<file path="src/rtl/feature_page_pkg.sv">
// shared constants for the general settings feature page
package feature_page_pkg;

   // register word indices; byte address is four times the index
   localparam logic [5:0]  IDX_RESERVED  = 6'h30;
   localparam logic [5:0]  IDX_TRIG_CFG  = 6'h32;
   localparam logic [5:0]  IDX_GEN_AXIS  = 6'h34;
   localparam logic [5:0]  IDX_GAIN_X    = 6'h36;
   localparam logic [5:0]  IDX_GAIN_Y    = 6'h38;
   localparam logic [5:0]  IDX_GAIN_Z    = 6'h3A;
   localparam logic [5:0]  IDX_MOTION    = 6'h3C;

   // field positions inside the general axis settings word
   localparam int          POS_MAP_X     = 0;
   localparam int          POS_SIGN_X    = 2;
   localparam int          POS_MAP_Y     = 3;
   localparam int          POS_SIGN_Y    = 5;
   localparam int          POS_MAP_Z     = 6;
   localparam int          POS_SIGN_Z    = 8;
   localparam int          POS_SELF_OFF  = 9;
   localparam int          POS_NVM_PREP  = 10;
   // gain enable position inside the third gain word
   localparam int          POS_GAIN_EN   = 11;

   // axis source codes
   localparam logic [1:0]  SRC_X         = 2'h0;
   localparam logic [1:0]  SRC_Y         = 2'h1;
   localparam logic [1:0]  SRC_Z         = 2'h2;
   localparam logic [1:0]  SRC_RSVD      = 2'h3;

   // values after reset
   localparam logic [7:0]  RST_BURST_LEN = 8'h00;
   localparam logic [15:0] RST_GEN_AXIS  = 16'h0088;
   localparam logic [10:0] RST_RATIO     = 11'h000;
   localparam logic [15:0] RST_MOTION    = 16'hE005;

   // legal gain ratio window, unsigned one integer and ten fraction bits
   localparam logic [10:0] RATIO_MIN     = 11'h300;
   localparam logic [10:0] RATIO_MAX     = 11'h500;

   // bus answer codes
   localparam logic [1:0]  RESP_OKAY     = 2'h0;
   localparam logic [1:0]  RESP_SLVERR   = 2'h2;

endpackage

</file>
<file path="src/rtl/axis_remap.sv">
// one output axis: source select with reserved fallback and sign inversion
`timescale 1ns/10ps
module axis_remap
   import feature_page_pkg::*;
#(
   parameter logic [1:0] FALLBACK = SRC_X
) (
   // raw axis samples
   input  wire logic [15:0] src_x,
   input  wire logic [15:0] src_y,
   input  wire logic [15:0] src_z,
   // controls
   input  wire logic [1:0]  sel,
   input  wire logic        invert,
   // result
   output logic      [15:0] axis_out
);

   logic [1:0]  eff_sel;
   logic [15:0] picked;

   // reserved code falls back to this axis' own source
   always_comb begin
      eff_sel = (sel == SRC_RSVD) ? FALLBACK : sel;
      unique case (eff_sel)
         SRC_Y:   picked = src_y;
         SRC_Z:   picked = src_z;
         default: picked = src_x;
      endcase
      // most negative value saturates, plain negation would wrap to itself
      if (!invert) begin
         axis_out = picked;
      end else if (picked == 16'h8000) begin
         axis_out = 16'h7FFF;
      end else begin
         axis_out = 16'(-picked);
      end
   end

endmodule

</file>
<file path="src/rtl/feature_page_regs.sv">
// general settings feature page behind an axi4-lite slave
`timescale 1ns/10ps
// Overview of operation
// - burst length caps words per download burst
// - first axis source select, reserved gives x
// - second axis select, reserved y, reset y
// - third axis select, reserved z, reset z
// - sign bit set negates that axis
// - self offset bit hands offsets to device
// - bit ten prepares non-volatile memory programming
// - eleven-bit gain ratios valid 0.75 to 1.25
// - device clears gain enable when update completes
module feature_page_regs
   import feature_page_pkg::*;
(
   // clock, reset, enable
   input  wire logic        ref_clk,
   input  wire logic        rst,
   input  wire logic        ce,
   // axi4-lite write address and data
   input  wire logic [7:0]  s_axi_awaddr,
   input  wire logic        s_axi_awvalid,
   output logic             s_axi_awready,
   input  wire logic [31:0] s_axi_wdata,
   input  wire logic [3:0]  s_axi_wstrb,
   input  wire logic        s_axi_wvalid,
   output logic             s_axi_wready,
   // axi4-lite write response
   output logic [1:0]       s_axi_bresp,
   output logic             s_axi_bvalid,
   input  wire logic        s_axi_bready,
   // axi4-lite read
   input  wire logic [7:0]  s_axi_araddr,
   input  wire logic        s_axi_arvalid,
   output logic             s_axi_arready,
   output logic [31:0]      s_axi_rdata,
   output logic [1:0]       s_axi_rresp,
   output logic             s_axi_rvalid,
   input  wire logic        s_axi_rready,
   // raw gyroscope samples
   input  wire logic [15:0] raw_x,
   input  wire logic [15:0] raw_y,
   input  wire logic [15:0] raw_z,
   // remapped samples
   output logic [15:0]      axis_first,
   output logic [15:0]      axis_second,
   output logic [15:0]      axis_third,
   // configuration stream download
   input  wire logic        stream_word,
   output logic [7:0]       burst_len,
   output logic             burst_end,
   // offset and memory control
   input  wire logic        host_offset_wr,
   output logic             offset_wr_apply,
   output logic             offset_auto,
   output logic             nvm_prepared,
   // gain update engine
   output logic [10:0]      gain_ratio_x,
   output logic [10:0]      gain_ratio_y,
   output logic [10:0]      gain_ratio_z,
   output logic             gain_ratio_ok,
   output logic             gain_start,
   input  wire logic        gain_done
);

   typedef enum logic [1:0] {
      GAIN_IDLE = 2'b01,
      GAIN_BUSY = 2'b10
   } gain_state_e;

   typedef struct packed {
      logic [7:0]  burst_len;
      logic [7:0]  burst_cnt;
      logic        burst_end;
      logic [15:0] gen_axis;
      logic [10:0] ratio_x;
      logic [10:0] ratio_y;
      logic [10:0] ratio_z;
      logic        ratio_ok;
      logic        gain_en;
      gain_state_e gain_st;
      logic [15:0] motion;
      logic [15:0] ax1;
      logic [15:0] ax2;
      logic [15:0] ax3;
      logic        aw_got;
      logic [5:0]  aw_idx;
      logic        w_got;
      logic [15:0] wdata;
      logic [1:0]  wstrb;
      logic        bvalid;
      logic [1:0]  bresp;
      logic        rvalid;
      logic [31:0] rdata;
      logic [1:0]  rresp;
   } state_s;

   state_s q;
   state_s d;

   logic [15:0] rm1;
   logic [15:0] rm2;
   logic [15:0] rm3;
   logic        aw_hs;
   logic        w_hs;
   logic        ar_hs;
   logic        wr_fire;
   logic [5:0]  ar_idx;

   // merge the two low byte lanes into a sixteen-bit word
   function automatic logic [15:0] merge16(input logic [15:0] old, input logic [15:0] nw,
                                           input logic [1:0] strb);
      merge16 = {strb[1] ? nw[15:8] : old[15:8], strb[0] ? nw[7:0] : old[7:0]};
   endfunction

   // ratio inside the legal window
   function automatic logic ratio_in(input logic [10:0] r);
      ratio_in = (r >= RATIO_MIN) && (r <= RATIO_MAX);
   endfunction

   // word index and whether it is mapped
   function automatic logic mapped(input logic [5:0] idx);
      mapped = (idx == IDX_RESERVED) || (idx == IDX_TRIG_CFG) || (idx == IDX_GEN_AXIS) ||
               (idx == IDX_GAIN_X) || (idx == IDX_GAIN_Y) || (idx == IDX_GAIN_Z) ||
               (idx == IDX_MOTION);
   endfunction

   // remap datapaths, each with its own reserved fallback
   axis_remap #(.FALLBACK(SRC_X)) u_map1 (
      .src_x    (raw_x),
      .src_y    (raw_y),
      .src_z    (raw_z),
      .sel      (q.gen_axis[POS_MAP_X +: 2]),
      .invert   (q.gen_axis[POS_SIGN_X]),
      .axis_out (rm1)
   );
   axis_remap #(.FALLBACK(SRC_Y)) u_map2 (
      .src_x    (raw_x),
      .src_y    (raw_y),
      .src_z    (raw_z),
      .sel      (q.gen_axis[POS_MAP_Y +: 2]),
      .invert   (q.gen_axis[POS_SIGN_Y]),
      .axis_out (rm2)
   );
   axis_remap #(.FALLBACK(SRC_Z)) u_map3 (
      .src_x    (raw_x),
      .src_y    (raw_y),
      .src_z    (raw_z),
      .sel      (q.gen_axis[POS_MAP_Z +: 2]),
      .invert   (q.gen_axis[POS_SIGN_Z]),
      .axis_out (rm3)
   );

   // handshakes; readies drop while frozen so nothing is taken unseen
   assign s_axi_awready = ce && !q.aw_got && !q.bvalid;
   assign s_axi_wready  = ce && !q.w_got && !q.bvalid;
   assign s_axi_arready = ce && !q.rvalid;
   assign aw_hs         = s_axi_awvalid && s_axi_awready;
   assign w_hs          = s_axi_wvalid && s_axi_wready;
   assign ar_hs         = s_axi_arvalid && s_axi_arready;
   assign wr_fire       = q.aw_got && q.w_got && !q.bvalid;
   assign ar_idx        = s_axi_araddr[7:2];

   // next state
   always_comb begin
      d = q;
      d.burst_end = 1'b0;
      d.ax1 = rm1;
      d.ax2 = rm2;
      d.ax3 = rm3;
      d.ratio_ok = ratio_in(q.ratio_x) && ratio_in(q.ratio_y) && ratio_in(q.ratio_z);
      // count words, close burst at limit
      if (stream_word) begin
         if ((q.burst_len == 8'h00) || (q.burst_cnt == 8'(q.burst_len - 8'h01))) begin
            d.burst_cnt = 8'h00;
            d.burst_end = 1'b1;
         end else begin
            d.burst_cnt = 8'(q.burst_cnt + 8'h01);
         end
      end
      // capture address and data in either order
      if (aw_hs) begin
         d.aw_got = 1'b1;
         d.aw_idx = s_axi_awaddr[7:2];
      end
      if (w_hs) begin
         d.w_got = 1'b1;
         d.wdata = s_axi_wdata[15:0];
         d.wstrb = s_axi_wstrb[1:0];
      end
      // completion clears enable, a same-cycle write below wins
      unique case (q.gain_st)
         GAIN_IDLE: begin
            if (q.gain_en) begin
               d.gain_st = GAIN_BUSY;
            end
         end
         GAIN_BUSY: begin
            if (gain_done) begin
               d.gain_en = 1'b0;
               d.gain_st = GAIN_IDLE;
            end
         end
         default: d.gain_st = GAIN_IDLE;
      endcase
      if (wr_fire) begin
         d.aw_got = 1'b0;
         d.w_got  = 1'b0;
         d.bvalid = 1'b1;
         d.bresp  = mapped(q.aw_idx) ? RESP_OKAY : RESP_SLVERR;
         unique case (q.aw_idx)
            IDX_TRIG_CFG: d.burst_len = 8'(merge16({8'h00, q.burst_len}, q.wdata, q.wstrb));
            IDX_GEN_AXIS: d.gen_axis  = merge16(q.gen_axis, q.wdata, q.wstrb) & 16'h07FF;
            IDX_GAIN_X:   d.ratio_x   = 11'(merge16({5'h00, q.ratio_x}, q.wdata, q.wstrb));
            IDX_GAIN_Y:   d.ratio_y   = 11'(merge16({5'h00, q.ratio_y}, q.wdata, q.wstrb));
            IDX_GAIN_Z: begin
               d.ratio_z = 11'(merge16({5'h00, q.ratio_z}, q.wdata, q.wstrb));
               if (q.wstrb[1]) begin
                  d.gain_en = q.wdata[POS_GAIN_EN] | (d.gain_en & ~gain_done);
               end
            end
            IDX_MOTION:   d.motion    = merge16(q.motion, q.wdata, q.wstrb);
            default:      d.bresp     = d.bresp;
         endcase
      end
      if (q.bvalid && s_axi_bready) begin
         d.bvalid = 1'b0;
      end
      // read answers one edge after the address is taken
      if (ar_hs) begin
         d.rvalid = 1'b1;
         d.rresp  = mapped(ar_idx) ? RESP_OKAY : RESP_SLVERR;
         unique case (ar_idx)
            IDX_TRIG_CFG: d.rdata = {24'h000000, q.burst_len};
            IDX_GEN_AXIS: d.rdata = {16'h0000, q.gen_axis};
            IDX_GAIN_X:   d.rdata = {21'h000000, q.ratio_x};
            IDX_GAIN_Y:   d.rdata = {21'h000000, q.ratio_y};
            IDX_GAIN_Z:   d.rdata = {20'h00000, q.gain_en, q.ratio_z};
            IDX_MOTION:   d.rdata = {16'h0000, q.motion};
            default:      d.rdata = 32'h00000000;
         endcase
      end else if (q.rvalid && s_axi_rready) begin
         d.rvalid = 1'b0;
      end
   end

   // state register, frozen while ce is low
   always_ff @(posedge ref_clk or posedge rst) begin
      if (rst) begin
         q <= '{burst_len: RST_BURST_LEN, burst_cnt: 8'h00, burst_end: 1'b0,
                gen_axis: RST_GEN_AXIS, ratio_x: RST_RATIO, ratio_y: RST_RATIO,
                ratio_z: RST_RATIO, ratio_ok: 1'b0, gain_en: 1'b0, gain_st: GAIN_IDLE,
                motion: RST_MOTION, ax1: 16'h0000, ax2: 16'h0000, ax3: 16'h0000,
                aw_got: 1'b0, aw_idx: 6'h00, w_got: 1'b0, wdata: 16'h0000,
                wstrb: 2'h0, bvalid: 1'b0, bresp: RESP_OKAY, rvalid: 1'b0,
                rdata: 32'h00000000, rresp: RESP_OKAY};
      end else if (ce) begin
         q <= d;
      end
   end

   // outputs
   assign s_axi_bvalid  = q.bvalid;
   assign s_axi_bresp   = q.bresp;
   assign s_axi_rvalid  = q.rvalid;
   assign s_axi_rdata   = q.rdata;
   assign s_axi_rresp   = q.rresp;
   assign axis_first    = q.ax1;
   assign axis_second   = q.ax2;
   assign axis_third    = q.ax3;
   assign burst_len     = q.burst_len;
   assign burst_end     = q.burst_end;
   assign offset_auto   = q.gen_axis[POS_SELF_OFF];
   // host offset writes pass only with correction off
   assign offset_wr_apply = host_offset_wr && !q.gen_axis[POS_SELF_OFF];
   assign nvm_prepared  = q.gen_axis[POS_NVM_PREP];
   assign gain_ratio_x  = q.ratio_x;
   assign gain_ratio_y  = q.ratio_y;
   assign gain_ratio_z  = q.ratio_z;
   assign gain_ratio_ok = q.ratio_ok;
   // start pulse is the idle-to-busy step, one cycle
   assign gain_start    = ce && (q.gain_st == GAIN_IDLE) && q.gain_en;
endmodule

</file>
<file path="config.mk">
export PLATFORM = sky130hd
export DESIGN_NAME = feature_page_regs
export DESIGN_NICKNAME = d
export VERILOG_FILES = /design/src/rtl/feature_page_pkg.sv /design/src/rtl/axis_remap.sv /design/src/rtl/feature_page_regs.sv
export SDC_FILE = /design/constraint.sdc
export NUM_CORES = 1
export LEC_CHECK = 0
export ABC_AREA = 0
export ABC_CLOCK_PERIOD_IN_PS = 7700
export BUFFER_PORTS_ARGS = -buffer_cell sky130_fd_sc_hd__buf_2
export CORE_ASPECT_RATIO = 0.9
export CORE_MARGIN = 2
export CORE_UTILIZATION = 45
export CTS_BUF_LIST = sky130_fd_sc_hd__clkbuf_4 sky130_fd_sc_hd__clkbuf_8 sky130_fd_sc_hd__clkbuf_16
export CTS_CLUSTER_DIAMETER = 150
export DETAILED_ROUTE_END_ITERATION = 10
export MAX_ROUTING_LAYER = met4
export PLACE_DENSITY = 0.77
export SYNTH_ARGS = -nofsm -noshare
export SYNTH_HDL_FRONTEND = slang
export SYNTH_HIERARCHICAL = 1
export SYNTH_SLANG_ARGS = --single-unit
</file>
<file path="constraint.sdc">
create_clock -name ref_clk -period 7.7 [get_ports ref_clk]
set_input_delay 1.54 -clock ref_clk [delete_from_list [all_inputs] [get_ports ref_clk]]
set_output_delay 1.54 -clock ref_clk [all_outputs]
set_load 0.05 [all_outputs]
</file>
==> impl_results.md <==
* Port bufs at slightly above 200
* Final instance area at ~12,000 sq um
* Max cap viols at 0
* Clock buffer depth at 2
* Commonest register cell after synthesis: dfrtp_1
* Hold Crit Class: register to register
* Syn Area/Cell at ~11 sq um
* Clock skew at ~0.012 ns
* Post-synth top area cell: dfrtp_1
* DIE AREA at roughly 27,000 sq um
* Mux cell area share after synthesis at a little over a fifth
* Sequential fraction of the synthesis area at between 30% and 40%
* CTS Root Cell: clkbuf_16
* Drt drc at 0
* Worst-Skew Late Latency at between 0.4 and 0.5 ns
* Crit path required time at slightly above 6 ns
* Cts bufs inserted at 17
* Post-synthesis compound-gate area fraction at 11.7%
* Simple-gate area share of the yosys netlist at between 10% and 20%
* RePlAce Congestion at approximately 0.96
* Wl on met1 at around 13,000 um
* FP Rows at 55
* Peak VDD IR at roughly 0.17 mV
* Crit start category: primary input
* Status: completed
* CTS H-tree lvls at 4
* Final worst slack at around 3.7 ns
* Num ports at roughly 250
* Setup Buffers After CTS at 0
* Post-synthesis xor/xnor area fraction at 2.61%
* Critical path fanouts, max at 15
* Post-synth EDFFs at 0
* Synth Cell Area at 11,400 sq um
* Synth cell count leaders: dfrtp_1, mux2_2, buf_4, nand2_1, nor2_1
* Vias per cell at approximately 5.6
* 1st-iter DRT viols at 841
* CTS clk-pin slew, worst paths at 0.07 ns
* Most numerous cell in the Yosys netlist: dfrtp_1
* Dpl ws at between 3 and 4 ns
* Final setup viols at 0
* Initial antenna violation count at 4
* DP HPWL at ~22,000 um
* Ratio of total power to cell area at between 300 and 400 nW/um^2
* Yosys Warn Count at 6
* Post-DRT Antenna Nets at 0
* Unique masters post-synth at 95
* WL met2 at between 10,000 and 15,000 um
* Fin. Hold Viols at 0
* RSZ-0062 raised after global routing: false
* GRT overflow at 0
* Routed len/inst at approximately 19 um
* Die width at about 170 um
* Largest net degree at the start of global routing at 76
* Filler cells at 2,290
* Ranking of synthesized cells by area: dfrtp_1, mux2_2, buf_4, nand2_1, mux2i_1
* Via count of the routed design at between 8,000 and 9,000
* Max_slew headroom at 14.0%
* TritonCTS sink count at ~180
* Crit path kind: primary input to output port
* CP arrival at approximately 2.4 ns
* Met3 WL at around 2200 um
* Largest family of logic cells by synthesized area: multiplexers
* Max Clock Freq at about 250 MHz
* Final Critical Period at 3.98 ns
* Area after DPL at about 12,000 sq um
* Setup TNS at 0 ns
* CP endpoint kind: output port
* DRT Pass-1 Iters at 6
* Share of cells above drive strength 1 at about two fifths
* Initial Utilization at between 40% and 50%
* Area Overhead vs Synth at 8.44%
* Top sig layer: met4
* Asr flop ratio synth at 100%
* Vias in the first global route at roughly 8,100
* Die Y at around 160 um
* Gate count after technology mapping at between 1,000 and 1,500
* DRT Wirelength at just under 30,000 um
* Core Region at approximately 25,000 sq um
* Tightest Pin Transition at 1.28 ns
* Post-CTS Hold Fix Bufs at 0
* Pleak at 5.75 nW
* Flops & latches, synth at roughly 180
* Post-CTS sizing at 0
* Fin. max-slew vios at 0
* Final net count at between 1,000 and 1,500
* Fin crit share at 51.7%
* Post-synth top area share at between 30 and 40%
* Total GRT Usage at 22.2%
* First-pass GRT wire length at ~45,000 um
* Post-synthesis adder-cell area fraction at less than 1%
* CTS tree: yes
-- layout by cell type (no fill, tap or decap), types with 9 or more instances in the layout --
cell type and instances:
a21oi_1 11, a221oi_1 11, a221oi_2 9, a22oi_1 22, a31oi_1 9, buf_2 206, clkbuf_16 17, conb_1 18
dfrtp_1 167, inv_1 16, mux2_1 9, mux2_2 150, mux2i_1 26, mux2i_2 9, nand2_1 109, nand3_1 10
nor2_1 40, nor2b_1 15, o21ai_0 26, o21ai_1 24, o31ai_1 9, xnor2_1 20, xor2_1 14
-- power breakdown --
part           switching (mW)  internal (mW)  total, mW
Clock                   0.431          0.443      0.874
Combinational           0.999          0.503       1.50
Sequential              0.232           1.13       1.37
Total                    1.66           2.08       3.74
-- area by class of cell --
class / count / area, sq um / share of cell area [%]
Multi-Input combinational cell: 717 / 5780 / 46.7
Sequential cell: 175 / 4390 / 35.5
Timing Repair Buffer: 214 / 1090 / 8.82
Clock buffer: 18 / 433 / 3.50
Tap cell: 342 / 428 / 3.46
Clock inverter: 14 / 164 / 1.32
Inverter: 19 / 76.3 / 0.617
Antenna cell: 4 / 10.0 / 0.0809
-- sequential cells by signal (all words and copies together), names as in the netlist, 8 cells and up --
name and flops:
axis_first 16, axis_second 16, axis_third 16, burst_len 8
gain_ratio_x 11, gain_ratio_y 11, gain_ratio_z 11, q 62
s_axi_rdata 16
-- per-layer routing --
layer / track usage (%) / up-vias
met5: - / -
met4: 4.72 / 0
met3: 5.52 / 30
met2: 35.7 / 344
met1: 28.6 / 4170
li1: - / 3862
-- worst max-delay path, cell delays in order --
cell,delay (ns)
buf_2,0.32
and4b_1,0.30
buf_2,0.28
-- stage by stage --
stage | power (mW) | hold slack, ns | utilization, % | cells
global route | 3.92 | 0.497 | 49.4 | 1503
finish | 3.74 | 0.479 | 49.4 | 1503
floorplan | 2.69 | 0.451 | - | 1080
global placement | 2.84 | 0.461 | 47.0 | 1467
CTS | 3.76 | 0.481 | 49.4 | 1499
detailed placement | 2.88 | 0.465 | 47.0 | 1467
-- logic make-up (layout without fill, tap and decap cells) --
| group | count (synthesis) | in the layout |
|---|---|---|
| adders and majority gates | 7 | 7 |
| muxes | 207 | 207 |
| AOI/OAI and AO/OA | 178 | 178 |
| buffers and inverters | 188 | 265 |
| DFF | 175 | 175 |
| other | 1 | 22 |
| xor gates and xnor gates | 34 | 34 |
| and+or+nand+nor | 273 | 273 |
-- final timing paths --
| path | startpoint | to | slack (ns) | cells past startpoint |
|---|---|---|---|---|
| worst max-delay path | ce | gain_start | 3.72 | 3 |
| worst min-delay path | s_axi_rdata[13] | s_axi_rdata[13] | 0.48 | 2 |
| worst max register to register | q[165] | axis_first[11] | 4.13 | 11 |
| worst min register to register | s_axi_rdata[13] | s_axi_rdata[13] | 0.48 | 2 |
| max in group asynchronous | rst | q[167] | 5.38 | 3 |
| min in group asynchronous | rst | axis_third[0] | 1.07 | 2 |
(Power assumes the default switching activity.)
